==> src/hw/core_pkg.sv <==
// How it works
// - call pushes pc plus one onto the two-level stack first.
// - call loads the eight-bit literal into pc bits 7..0.
// - call forces pc bit 9 to zero.
// - call copies page bits 2..1 into pc bits 11..10.
// - call takes two instruction cycles.
// - clear-register writes zero into the addressed data register.
// - clear-register with destination 0 also zeroes the working register.
// - clear-register with destination 1 leaves the working register alone.
// - watchdog clear zeroes the watchdog counter and its prescaler.
// - watchdog clear sets timeout and powerdown flags to one.
// - decrement stores by destination bit, updates carry, digit carry, zero.
// - decrement-skip stores by destination bit, carry, digit carry, zero untouched.
// - decrement-skip skips next instruction on zero, else one cycle.
// - a skip runs a no-operation cycle, two cycles in all.
package core_pkg;
  localparam int DATA_W  = 8;
  localparam int PC_W    = 12;
  localparam int INSTR_W = 12;
  localparam int FADDR_W = 5;
  localparam int DEPTH   = 32;
  localparam int PAGE_W  = 3;
  localparam int DOG_W   = 8;
  localparam int PRESC_W = 8;
  localparam int ADDR_W  = 8;

  // register byte offsets
  localparam logic [7:0] OFS_INSTR  = 8'h00;
  localparam logic [7:0] OFS_W      = 8'h04;
  localparam logic [7:0] OFS_STATUS = 8'h08;
  localparam logic [7:0] OFS_PC     = 8'h0c;
  localparam logic [7:0] OFS_PAGE   = 8'h10;
  localparam logic [7:0] OFS_STACK0 = 8'h14;
  localparam logic [7:0] OFS_STACK1 = 8'h18;
  localparam logic [7:0] OFS_DOG    = 8'h1c;
  localparam logic [7:0] OFS_FADDR  = 8'h20;
  localparam logic [7:0] OFS_FDATA  = 8'h24;

  // status bit positions
  localparam int ST_C     = 0;
  localparam int ST_DIGIT = 1;
  localparam int ST_Z     = 2;
  localparam int ST_POWER = 3;
  localparam int ST_TIME  = 4;
  localparam int ST_BADOP = 5;

  // values after reset
  localparam logic [7:0]  RST_STATUS = 8'h18;
  localparam logic [7:0]  RST_W      = 8'h00;
  localparam logic [11:0] RST_PC     = 12'h000;
  localparam logic [2:0]  RST_PAGE   = 3'h0;
  localparam logic [7:0]  DOG_CLEAR  = 8'h00;
  localparam logic [7:0]  PRESC_CLR  = 8'h00;

  // opcode fields
  localparam logic [3:0]  OP_CALL   = 4'h9;
  localparam logic [5:0]  OP_CLR_REG  = 6'h01;
  localparam logic [5:0]  OP_COMPL    = 6'h09;
  localparam logic [5:0]  OP_DEC      = 6'h03;
  localparam logic [5:0]  OP_DEC_SKIP = 6'h0b;
  localparam logic [11:0] OP_CLR_ACC  = 12'h040;
  localparam logic [11:0] OP_DOG_CLR  = 12'h004;

  typedef enum logic [0:0] {alu_dec, alu_com} alu_op_t;
  typedef enum logic [1:0] {st_idle, st_exec, st_second} state_t;
endpackage

==> src/hw/exec_alu.sv <==
`timescale 1ns/10ps
// decrement and complement datapath with flag results
module exec_alu (
  input  core_pkg::alu_op_t op,
  input  wire logic [7:0]   operand,
  output logic [7:0]        result,
  output logic              carry,
  output logic              dcarry,
  output logic              zero
);
  // carry means no borrow, as in a subtract
  always_comb begin
    result = operand - 8'h01;
    carry  = operand != 8'h00;
    dcarry = operand[3:0] != 4'h0;
    if (op == core_pkg::alu_com) begin
      result = ~operand;
    end
    zero = result == 8'h00;
  end
endmodule // exec_alu

==> src/hw/file_regs.sv <==
`timescale 1ns/10ps
// data register file, core port beats bus port on a clash
module file_regs (
  input  wire logic       clk,
  input  wire logic [4:0] core_addr,
  input  wire logic       core_we,
  input  wire logic [7:0] core_wdata,
  output logic [7:0]      core_rdata,
  input  wire logic [4:0] bus_addr,
  input  wire logic       bus_we,
  input  wire logic [7:0] bus_wdata,
  output logic [7:0]      bus_rdata
);
  logic [7:0] mem [core_pkg::DEPTH];

  // asynchronous reads keep execution single cycle
  assign core_rdata = mem[core_addr];
  assign bus_rdata  = mem[bus_addr];

  // no reset: data memory is undefined after power-up
  always_ff @(posedge clk) begin
    if (core_we) begin
      mem[core_addr] <= core_wdata;
    end
    if (bus_we && !(core_we && core_addr == bus_addr)) begin
      mem[bus_addr] <= bus_wdata;
    end
  end
endmodule // file_regs

==> src/hw/call_clear_decrement_exec.sv <==
// The Avalon-MM slave port and the placing of the registers were decided locally.
`timescale 1ns/10ps
module call_clear_decrement_exec (
  input  wire logic        clk,
  input  wire logic        srst,
  input  wire logic [7:0]  avs_address,
  input  wire logic        avs_read,
  input  wire logic        avs_write,
  input  wire logic [31:0] avs_writedata,
  input  wire logic [3:0]  avs_byteenable,
  output logic [31:0]      avs_readdata,
  output logic             avs_waitrequest,
  output logic             busy,
  output logic             watchdog_clear
);
  core_pkg::state_t state_q, state_d;
  logic [11:0] instr_q, instr_d;
  logic [7:0]  w_q, w_d;
  logic [7:0]  status_q, status_d;
  logic [11:0] pc_q, pc_d;
  logic [2:0]  page_q, page_d;
  logic [11:0] stk0_q, stk0_d;
  logic [11:0] stk1_q, stk1_d;
  // watchdog counter and its prescaler, both free running
  logic [7:0]  dog_q, dog_d;
  logic [7:0]  presc_q, presc_d;
  logic [4:0]  faddr_q, faddr_d;
  logic        rvalid_q, rvalid_d;
  logic [31:0] rdata_q, rdata_d;
  logic        wdclr_q, wdclr_d;

  logic [31:0] bmask;
  logic [31:0] wmerge_pc;
  logic [31:0] wmerge_lo;
  logic        acc_w;
  logic        instr_wr;
  logic        dest;
  logic [4:0]  fsel;
  logic        is_call;
  // one decode flag per supported instruction
  logic        is_clr_acc;
  logic        is_dog_clr;
  logic        is_clr_reg;
  logic        is_compl;
  logic        is_dec;
  logic        is_dec_skip;
  logic        is_known;
  logic [7:0]  f_val;
  logic [7:0]  alu_res;
  logic        alu_c;
  logic        alu_digit;
  logic        alu_z;
  logic        core_we;
  logic [7:0]  core_wdata;
  logic        bus_we;
  logic [7:0]  bus_rdata;
  core_pkg::alu_op_t alu_op;

  // byte enables expanded to a bit mask
  genvar gi;
  generate
    for (gi = 0; gi < 4; gi++) begin : g_mask
      assign bmask[gi*8 +: 8] = {8{avs_byteenable[gi]}};
    end
  endgenerate

  // merged write values keep lanes that are not enabled
  assign wmerge_pc = ({20'h00000, pc_q} & ~bmask) | (avs_writedata & bmask);
  assign wmerge_lo = ({24'h000000, w_q} & ~bmask) | (avs_writedata & bmask);

  // instruction writes stall while a previous one still runs
  assign instr_wr = avs_write && avs_address == core_pkg::OFS_INSTR;
  assign avs_waitrequest = (instr_wr && state_q != core_pkg::st_idle)
                         || (avs_read && !rvalid_q);
  assign acc_w = avs_write && !avs_waitrequest;
  assign avs_readdata = rdata_q;
  assign busy = state_q != core_pkg::st_idle;
  assign watchdog_clear = wdclr_q;

  // opcode decode of the held instruction
  assign dest      = instr_q[5];
  assign fsel      = instr_q[4:0];
  assign is_call   = instr_q[11:8] == core_pkg::OP_CALL;
  // the exact clear-accumulator word shares its top bits with
  // clear-register, so it is matched whole and wins over it
  assign is_clr_acc  = instr_q == core_pkg::OP_CLR_ACC;
  assign is_dog_clr  = instr_q == core_pkg::OP_DOG_CLR;
  assign is_clr_reg  = instr_q[11:6] == core_pkg::OP_CLR_REG && !is_clr_acc;
  assign is_compl    = instr_q[11:6] == core_pkg::OP_COMPL;
  assign is_dec      = instr_q[11:6] == core_pkg::OP_DEC;
  assign is_dec_skip = instr_q[11:6] == core_pkg::OP_DEC_SKIP;
  // anything else runs as a one-cycle no-op and flags it in status
  assign is_known    = is_call || is_clr_acc || is_dog_clr || is_clr_reg
                     || is_compl || is_dec || is_dec_skip;
  // one subtractor serves both decrement forms
  assign alu_op      = is_compl ? core_pkg::alu_com : core_pkg::alu_dec;

  exec_alu u_alu (
    .op      (alu_op),
    .operand (f_val),
    .result  (alu_res),
    .carry   (alu_c),
    .dcarry  (alu_digit),
    .zero    (alu_z)
  );

  // core write port: clear, or result stored back when dest is 1
  always_comb begin
    core_we    = 1'b0;
    core_wdata = alu_res;
    if (state_q == core_pkg::st_exec) begin
      if (is_clr_reg) begin
        core_we    = 1'b1;
        core_wdata = 8'h00;
      end else if ((is_compl || is_dec || is_dec_skip) && dest) begin
        core_we = 1'b1;
      end
    end
  end

  assign bus_we = acc_w && avs_address == core_pkg::OFS_FDATA
                && avs_byteenable[0];

  file_regs u_regs (
    .clk        (clk),
    .core_addr  (fsel),
    .core_we    (core_we),
    .core_wdata (core_wdata),
    .core_rdata (f_val),
    .bus_addr   (faddr_q),
    .bus_we     (bus_we),
    .bus_wdata  (avs_writedata[7:0]),
    .bus_rdata  (bus_rdata)
  );

  // read data are registered, so every read waits one cycle
  always_comb begin
    rvalid_d = avs_read && !rvalid_q;
    rdata_d  = rdata_q;
    if (avs_read && !rvalid_q) begin
      case (avs_address)
        core_pkg::OFS_INSTR:  rdata_d = {20'h00000, instr_q};
        core_pkg::OFS_W:      rdata_d = {24'h000000, w_q};
        core_pkg::OFS_STATUS: rdata_d = {23'h000000, busy, status_q};
        core_pkg::OFS_PC:     rdata_d = {20'h00000, pc_q};
        core_pkg::OFS_PAGE:   rdata_d = {29'h00000000, page_q};
        core_pkg::OFS_STACK0: rdata_d = {20'h00000, stk0_q};
        core_pkg::OFS_STACK1: rdata_d = {20'h00000, stk1_q};
        core_pkg::OFS_DOG:    rdata_d = {16'h0000, presc_q, dog_q};
        core_pkg::OFS_FADDR:  rdata_d = {27'h0000000, faddr_q};
        core_pkg::OFS_FDATA:  rdata_d = {24'h000000, bus_rdata};
        default:              rdata_d = 32'h00000000;
      endcase
    end
  end

  // software writes first, execution below overrides them
  always_comb begin
    state_d  = state_q;
    instr_d  = instr_q;
    w_d      = w_q;
    status_d = status_q;
    pc_d     = pc_q;
    page_d   = page_q;
    stk0_d   = stk0_q;
    stk1_d   = stk1_q;
    faddr_d  = faddr_q;
    wdclr_d  = 1'b0;
    // free-running watchdog: prescaler wrap advances the counter
    presc_d  = presc_q + 8'h01;
    dog_d    = (presc_q == 8'hff) ? dog_q + 8'h01 : dog_q;
    if (acc_w) begin
      case (avs_address)
        core_pkg::OFS_W:      w_d = wmerge_lo[7:0];
        core_pkg::OFS_STATUS: status_d = avs_byteenable[0]
                                ? avs_writedata[7:0] : status_q;
        core_pkg::OFS_PC:     pc_d = wmerge_pc[11:0];
        core_pkg::OFS_PAGE:   page_d = avs_byteenable[0]
                                ? avs_writedata[2:0] : page_q;
        core_pkg::OFS_FADDR:  faddr_d = avs_byteenable[0]
                                ? avs_writedata[4:0] : faddr_q;
        default: ;
      endcase
    end
    case (state_q)
      core_pkg::st_idle: begin
        if (acc_w && instr_wr) begin
          instr_d = avs_writedata[11:0];
          state_d = core_pkg::st_exec;
        end
      end
      core_pkg::st_exec: begin
        pc_d    = pc_q + 12'h001;
        state_d = core_pkg::st_idle;
        status_d[core_pkg::ST_BADOP] = !is_known;
        if (is_call) begin
          stk1_d  = stk0_q;
          stk0_d  = pc_q + 12'h001;
          state_d = core_pkg::st_second;
        end
        if (is_clr_acc) begin
          w_d = 8'h00;
        end
        if (is_clr_reg && !dest) begin
          w_d = 8'h00;
        end
        // with dest set the working register holds its value
        // clearing here beats the free-running increment above
        if (is_dog_clr) begin
          dog_d   = core_pkg::DOG_CLEAR;
          presc_d = core_pkg::PRESC_CLR;
          wdclr_d = 1'b1;
          status_d[core_pkg::ST_TIME]  = 1'b1;
          status_d[core_pkg::ST_POWER] = 1'b1;
        end
        if ((is_compl || is_dec || is_dec_skip) && !dest) begin
          w_d = alu_res;
        end
        if (is_compl) begin
          status_d[core_pkg::ST_Z] = alu_z;
        end
        if (is_dec) begin
          status_d[core_pkg::ST_C]     = alu_c;
          status_d[core_pkg::ST_DIGIT] = alu_digit;
          status_d[core_pkg::ST_Z]     = alu_z;
        end
        // decrement-skip leaves carry, digit carry and zero alone
        if (is_dec_skip && alu_z) begin
          state_d = core_pkg::st_second;
        end
      end
      core_pkg::st_second: begin
        state_d = core_pkg::st_idle;
        if (is_call) begin
          pc_d[7:0]  = instr_q[7:0];
          pc_d[8]    = 1'b0;
          pc_d[11:9] = page_q;
          pc_d[9]    = 1'b0;
        end else begin
          // discarded instruction: no-op cycle steps over it
          pc_d = pc_q + 12'h001;
        end
      end
      default: state_d = core_pkg::st_idle;
    endcase
  end

  // all control state registered here
  always_ff @(posedge clk) begin
    if (srst) begin
      state_q  <= core_pkg::st_idle;
      instr_q  <= 12'h000;
      w_q      <= core_pkg::RST_W;
      status_q <= core_pkg::RST_STATUS;
      pc_q     <= core_pkg::RST_PC;
      page_q   <= core_pkg::RST_PAGE;
      stk0_q   <= 12'h000;
      stk1_q   <= 12'h000;
      dog_q    <= core_pkg::DOG_CLEAR;
      presc_q  <= core_pkg::PRESC_CLR;
      faddr_q  <= 5'h00;
      rvalid_q <= 1'b0;
      rdata_q  <= 32'h00000000;
      wdclr_q  <= 1'b0;
    end else begin
      state_q  <= state_d;
      instr_q  <= instr_d;
      w_q      <= w_d;
      status_q <= status_d;
      pc_q     <= pc_d;
      page_q   <= page_d;
      stk0_q   <= stk0_d;
      stk1_q   <= stk1_d;
      dog_q    <= dog_d;
      presc_q  <= presc_d;
      faddr_q  <= faddr_d;
      rvalid_q <= rvalid_d;
      rdata_q  <= rdata_d;
      wdclr_q  <= wdclr_d;
    end
  end
endmodule // call_clear_decrement_exec

==> config.mk <==
export PLATFORM = sky130hd
export DESIGN_NAME = call_clear_decrement_exec
export DESIGN_NICKNAME = d
export VERILOG_FILES = /design/src/hw/core_pkg.sv /design/src/hw/exec_alu.sv /design/src/hw/file_regs.sv /design/src/hw/call_clear_decrement_exec.sv
export SDC_FILE = /design/constraint.sdc
export NUM_CORES = 1
export LEC_CHECK = 0
export BUFFER_PORTS_ARGS = -buffer_cell sky130_fd_sc_hd__buf_2
export CAP_MARGIN = 40
export CORE_MARGIN = 5
export CORE_UTILIZATION = 45
export CTS_CLUSTER_DIAMETER = 40
export DETAILED_ROUTE_END_ITERATION = 7
export GPL_TIMING_DRIVEN = 1
export MAX_ROUTING_LAYER = met4
export PLACE_DENSITY = 0.66
export SYNTH_ARGS = -nofsm -noshare
export SYNTH_HDL_FRONTEND = slang
export SYNTH_SLANG_ARGS = --single-unit
==> constraint.sdc <==
create_clock -name clk -period 7.8 [get_ports clk]
set_input_delay 1.17 -clock clk [delete_from_list [all_inputs] [get_ports clk]]
set_output_delay 1.17 -clock clk [all_outputs]
set_load 0.01 [all_outputs]
==> impl_metrics.ini <==
[synthesis]
synth_xor_area_frac = 0.0141
synth_warnings = 0
synth.avg_cell_area_um2 = 11.1
synth-compound-area-share = 0.121
ys_seq_area_frac = 0.479
async_flop_share = 0
synthMuxAreaShare = 0.212
synthSimpleGateAreaFrac = 0.121
syn_inst = 1880
synth_edf_count = 256
ys.flop_type = edfxtp_1
netlist_area_um2 = 21000
synth_seq_cells = 374
synth_top_family_by_area = multiplexers
synth_cell_types = 67
synthAdderAreaFrac = 0.00478

[routing]
wl_per_cell_um = 26.0
drt_iter0_markers = 2010
drc = 0
vias = 15900
routed_wl_um = 65300
viasPerCell = 6.34
ant_nets = 0
dr.pass1.iters = 8

[clock_tree]
clockBufferDepth = 3
cts_tree = yes
numCtsBuffers = 66
clock-sinks = 374
postCtsSetupRepairBufs = 0
htreeDepth = 3
cts_hold_buf = 0
clock_latency_ns = 0.60
cts_root_buf = clkbuf_16
clk_pin_slew_worst_paths_ns = 0.05
cts_resized = 0

[floorplan]
die_h_um = 226
ios = 83
die_w_um = 226
die_area_um2 = 51000
core-area_um2 = 46400
start_util = 0.452
num_rows = 79

[flow_run]
max_cap_viol_count = 0

[setup_path]
arrival_ns = 5.27
crit_fanout = 30
critPathLaunchType = register
end_kind = register
critical_path_class = register to register
critPathRequiredTime_ns = 8.11

[sta]
period_needed_ns = 4.96
setup_ws_ns = 2.84
slew_viol_final = 0
max_slew_margin = 0.356
finalCritPeriodShare = 0.635
hold_violations = 0
worstMarginPinSlew_ns = 0.966
grt_setup_unrepaired = no
finClkSkew_ns = 0.0382
hold_ws_ns = 0.451
tns_ns = 0
fmax_mhz = 202
setup_viol = 0

[worst_hold_path]
hold_path_class = register to register

[global_routing]
grt_pass1_vias = 15600
grt_max_degree = 57
grt_pass1_wl_um = 97700
grtUsageTotal = 0.262
grt_overflow_total = 0
antenna_found_initial = 0

[cells_and_area]
fin_nets = 1913
multi_input_area_um2 = 10100
fill_cells = 3899
area_growth_pct = 15.7
antennaDiodeCount = 0
final_area_um2 = 24200
drive_gt1_frac = 0.240
seqCellArea_um2 = 10100

[power]
pwr-share-seq = 0.395
pwr-share-clk = 0.588
ir_drop_mv = 0.216
power_mw = 5.32
internal_power_mw = 4.17
pwr-share-comb = 0.017
switching_power_mw = 1.15
pwr_density_cell_nw_per_um2 = 219
p_sw_frac = 0.216
p_leak_nw = 7.51

[place]
dp.final_hpwl_um = 44100
dp_slack_ns = 2.64
dpl_cell_area_um2 = 21800
io_buffers = 44
routabilityCongestion = 0.934

[run_status]
status = complete, no violations
==> state kept, by name, indices dropped and copies added (netlist names), named ones only <==
signal	cells
status_q	8
u_regs.mem	256
stk1_q	12
page_q	3
faddr_q	5
avs_readdata	16
instr_q	12
stk0_q	12
w_q	8
presc_q	8
rvalid_q	1
state_q	2
watchdog_clear	1
dog_q	8
==> Yosys cell counts, types with 12 or more instances <==
master    count  share of area
o21bai_1     32          0.011
a21oi_1      45          0.011
nand3_1      20         0.0048
a22oi_1      24         0.0086
buf_4        18         0.0064
xnor2_1      22         0.0092
edfxtp_1    256           0.37
a211oi_1     19         0.0068
o21ai_1      31         0.0074
clkbuf_1    159          0.028
mux2_2       38          0.020
mux2i_1      40          0.019
buf_2        13         0.0031
nand2_1     322          0.058
o21ai_0     210          0.050
mux4_2      157           0.17
nor2_1      109          0.020
nor3_1       13         0.0031
buf_1        21         0.0038
dfxtp_1     118           0.11
a222oi_1     12         0.0057
and4_1       20         0.0084
nor4_1       18         0.0054
nor2b_1      20         0.0060
==> critical path, cell delays in order (launching register included) <==
cell	delay (ns)
dfxtp_2	0.93
buf_4	0.55
mux4_2	0.40
mux4_2	0.50
mux2i_1	0.54
nand4_1	0.26
o21ai_1	0.22
xnor2_1	0.24
or2_1	0.63
buf_8	0.25
o21ai_0	0.12
==> cells in the final DEF, fill, tap and decap left out, drive strengths merged, types with 8 or more instances in the layout <==
master and count:
nand3 20, a31oi 11, a222oi 12, a211oi 19
buf 111, bufinv 11, inv 24, and3 11
o21ai 242, clkinv 14, mux4 160, or2 9
xnor2 22, conb 16, nor2 109, nor4 18
o21bai 32, a21oi 45, xor2 11, mux2i 40
a22oi 24, nor3 13, mux2 38, ha 8
nand2 322, nand2b 11, nor2b 20, and4 20
clkbuf 77, dfxtp 118, edfxtp 256
==> logic make-up (layout without fill, tap and decap cells) <==
family / after synthesis / count (layout)
XOR/XNOR: 33 / 33
adder cells (fa/ha/maj): 8 / 8
AND/OR/NAND/NOR: 572 / 572
buffers and inverters: 229 / 241
flip-flops: 374 / 374
other: 1 / 16
multiplexers: 238 / 238
AO/OA/AOI/OAI: 425 / 425
==> area by class of cell <==
| class | instances | share of cell area |
|---|---|---|
| multi-input cells | 1292 | 0.416 |
| repair buffers | 111 | 0.0359 |
| inverters | 12 | 0.00186 |
| clock buffers | 77 | 0.0746 |
| clock inverters | 41 | 0.0248 |
| well taps | 607 | 0.0313 |
| flip-flops and latches | 374 | 0.415 |
==> final timing paths <==
path	startpoint	end	slack, ns	depth (start not counted)
worst max-delay path	register	u_regs.mem[11][5]$_DFFE_PP_	2.84	10
worst min-delay path	stk1_q[2]$_SDFFE_PP0P_	stk1_q[2]$_SDFFE_PP0P_	0.45	2
worst max register to register	register	u_regs.mem[11][5]$_DFFE_PP_	2.84	10
worst min register to register	stk1_q[2]$_SDFFE_PP0P_	stk1_q[2]$_SDFFE_PP0P_	0.45	2
==> layer usage <==
layer  GRT usage  share of wire  routed length, um  vias to the layer above
met1       0.332           0.38              24700                     7841
met4       0.119          0.053               3440                        0
li1            -              -                  -                     6994
met2       0.398           0.46              30300                      910
met5           -              0                  0                        -
met3      0.0673           0.10               6820                      182
==> through the flow <==
| stage | util | std cells |
|---|---|---|
| final | 0.523 | 2514 |
| after floorplan | - | 1895 |
| after global placement | 0.461 | 2356 |
| after CTS | 0.523 | 2514 |
| after global routing | 0.523 | 2514 |
| after detailed placement | 0.471 | 2396 |
==> power by group through the flow <==
stage          Sequential, mW  Combinational, mW  Clock (mW)
6_report                 2.10             0.0888        3.13
5_1_grt                  2.10             0.0941        3.25
4_1_cts                  2.10             0.0866        3.15
3_5_place_dp             2.14             0.0859           0
3_3_place_gp             2.14             0.0817           0
2_1_floorplan            2.14             0.0591           0
No activity file was read; power rests on OpenSTA's default activity.
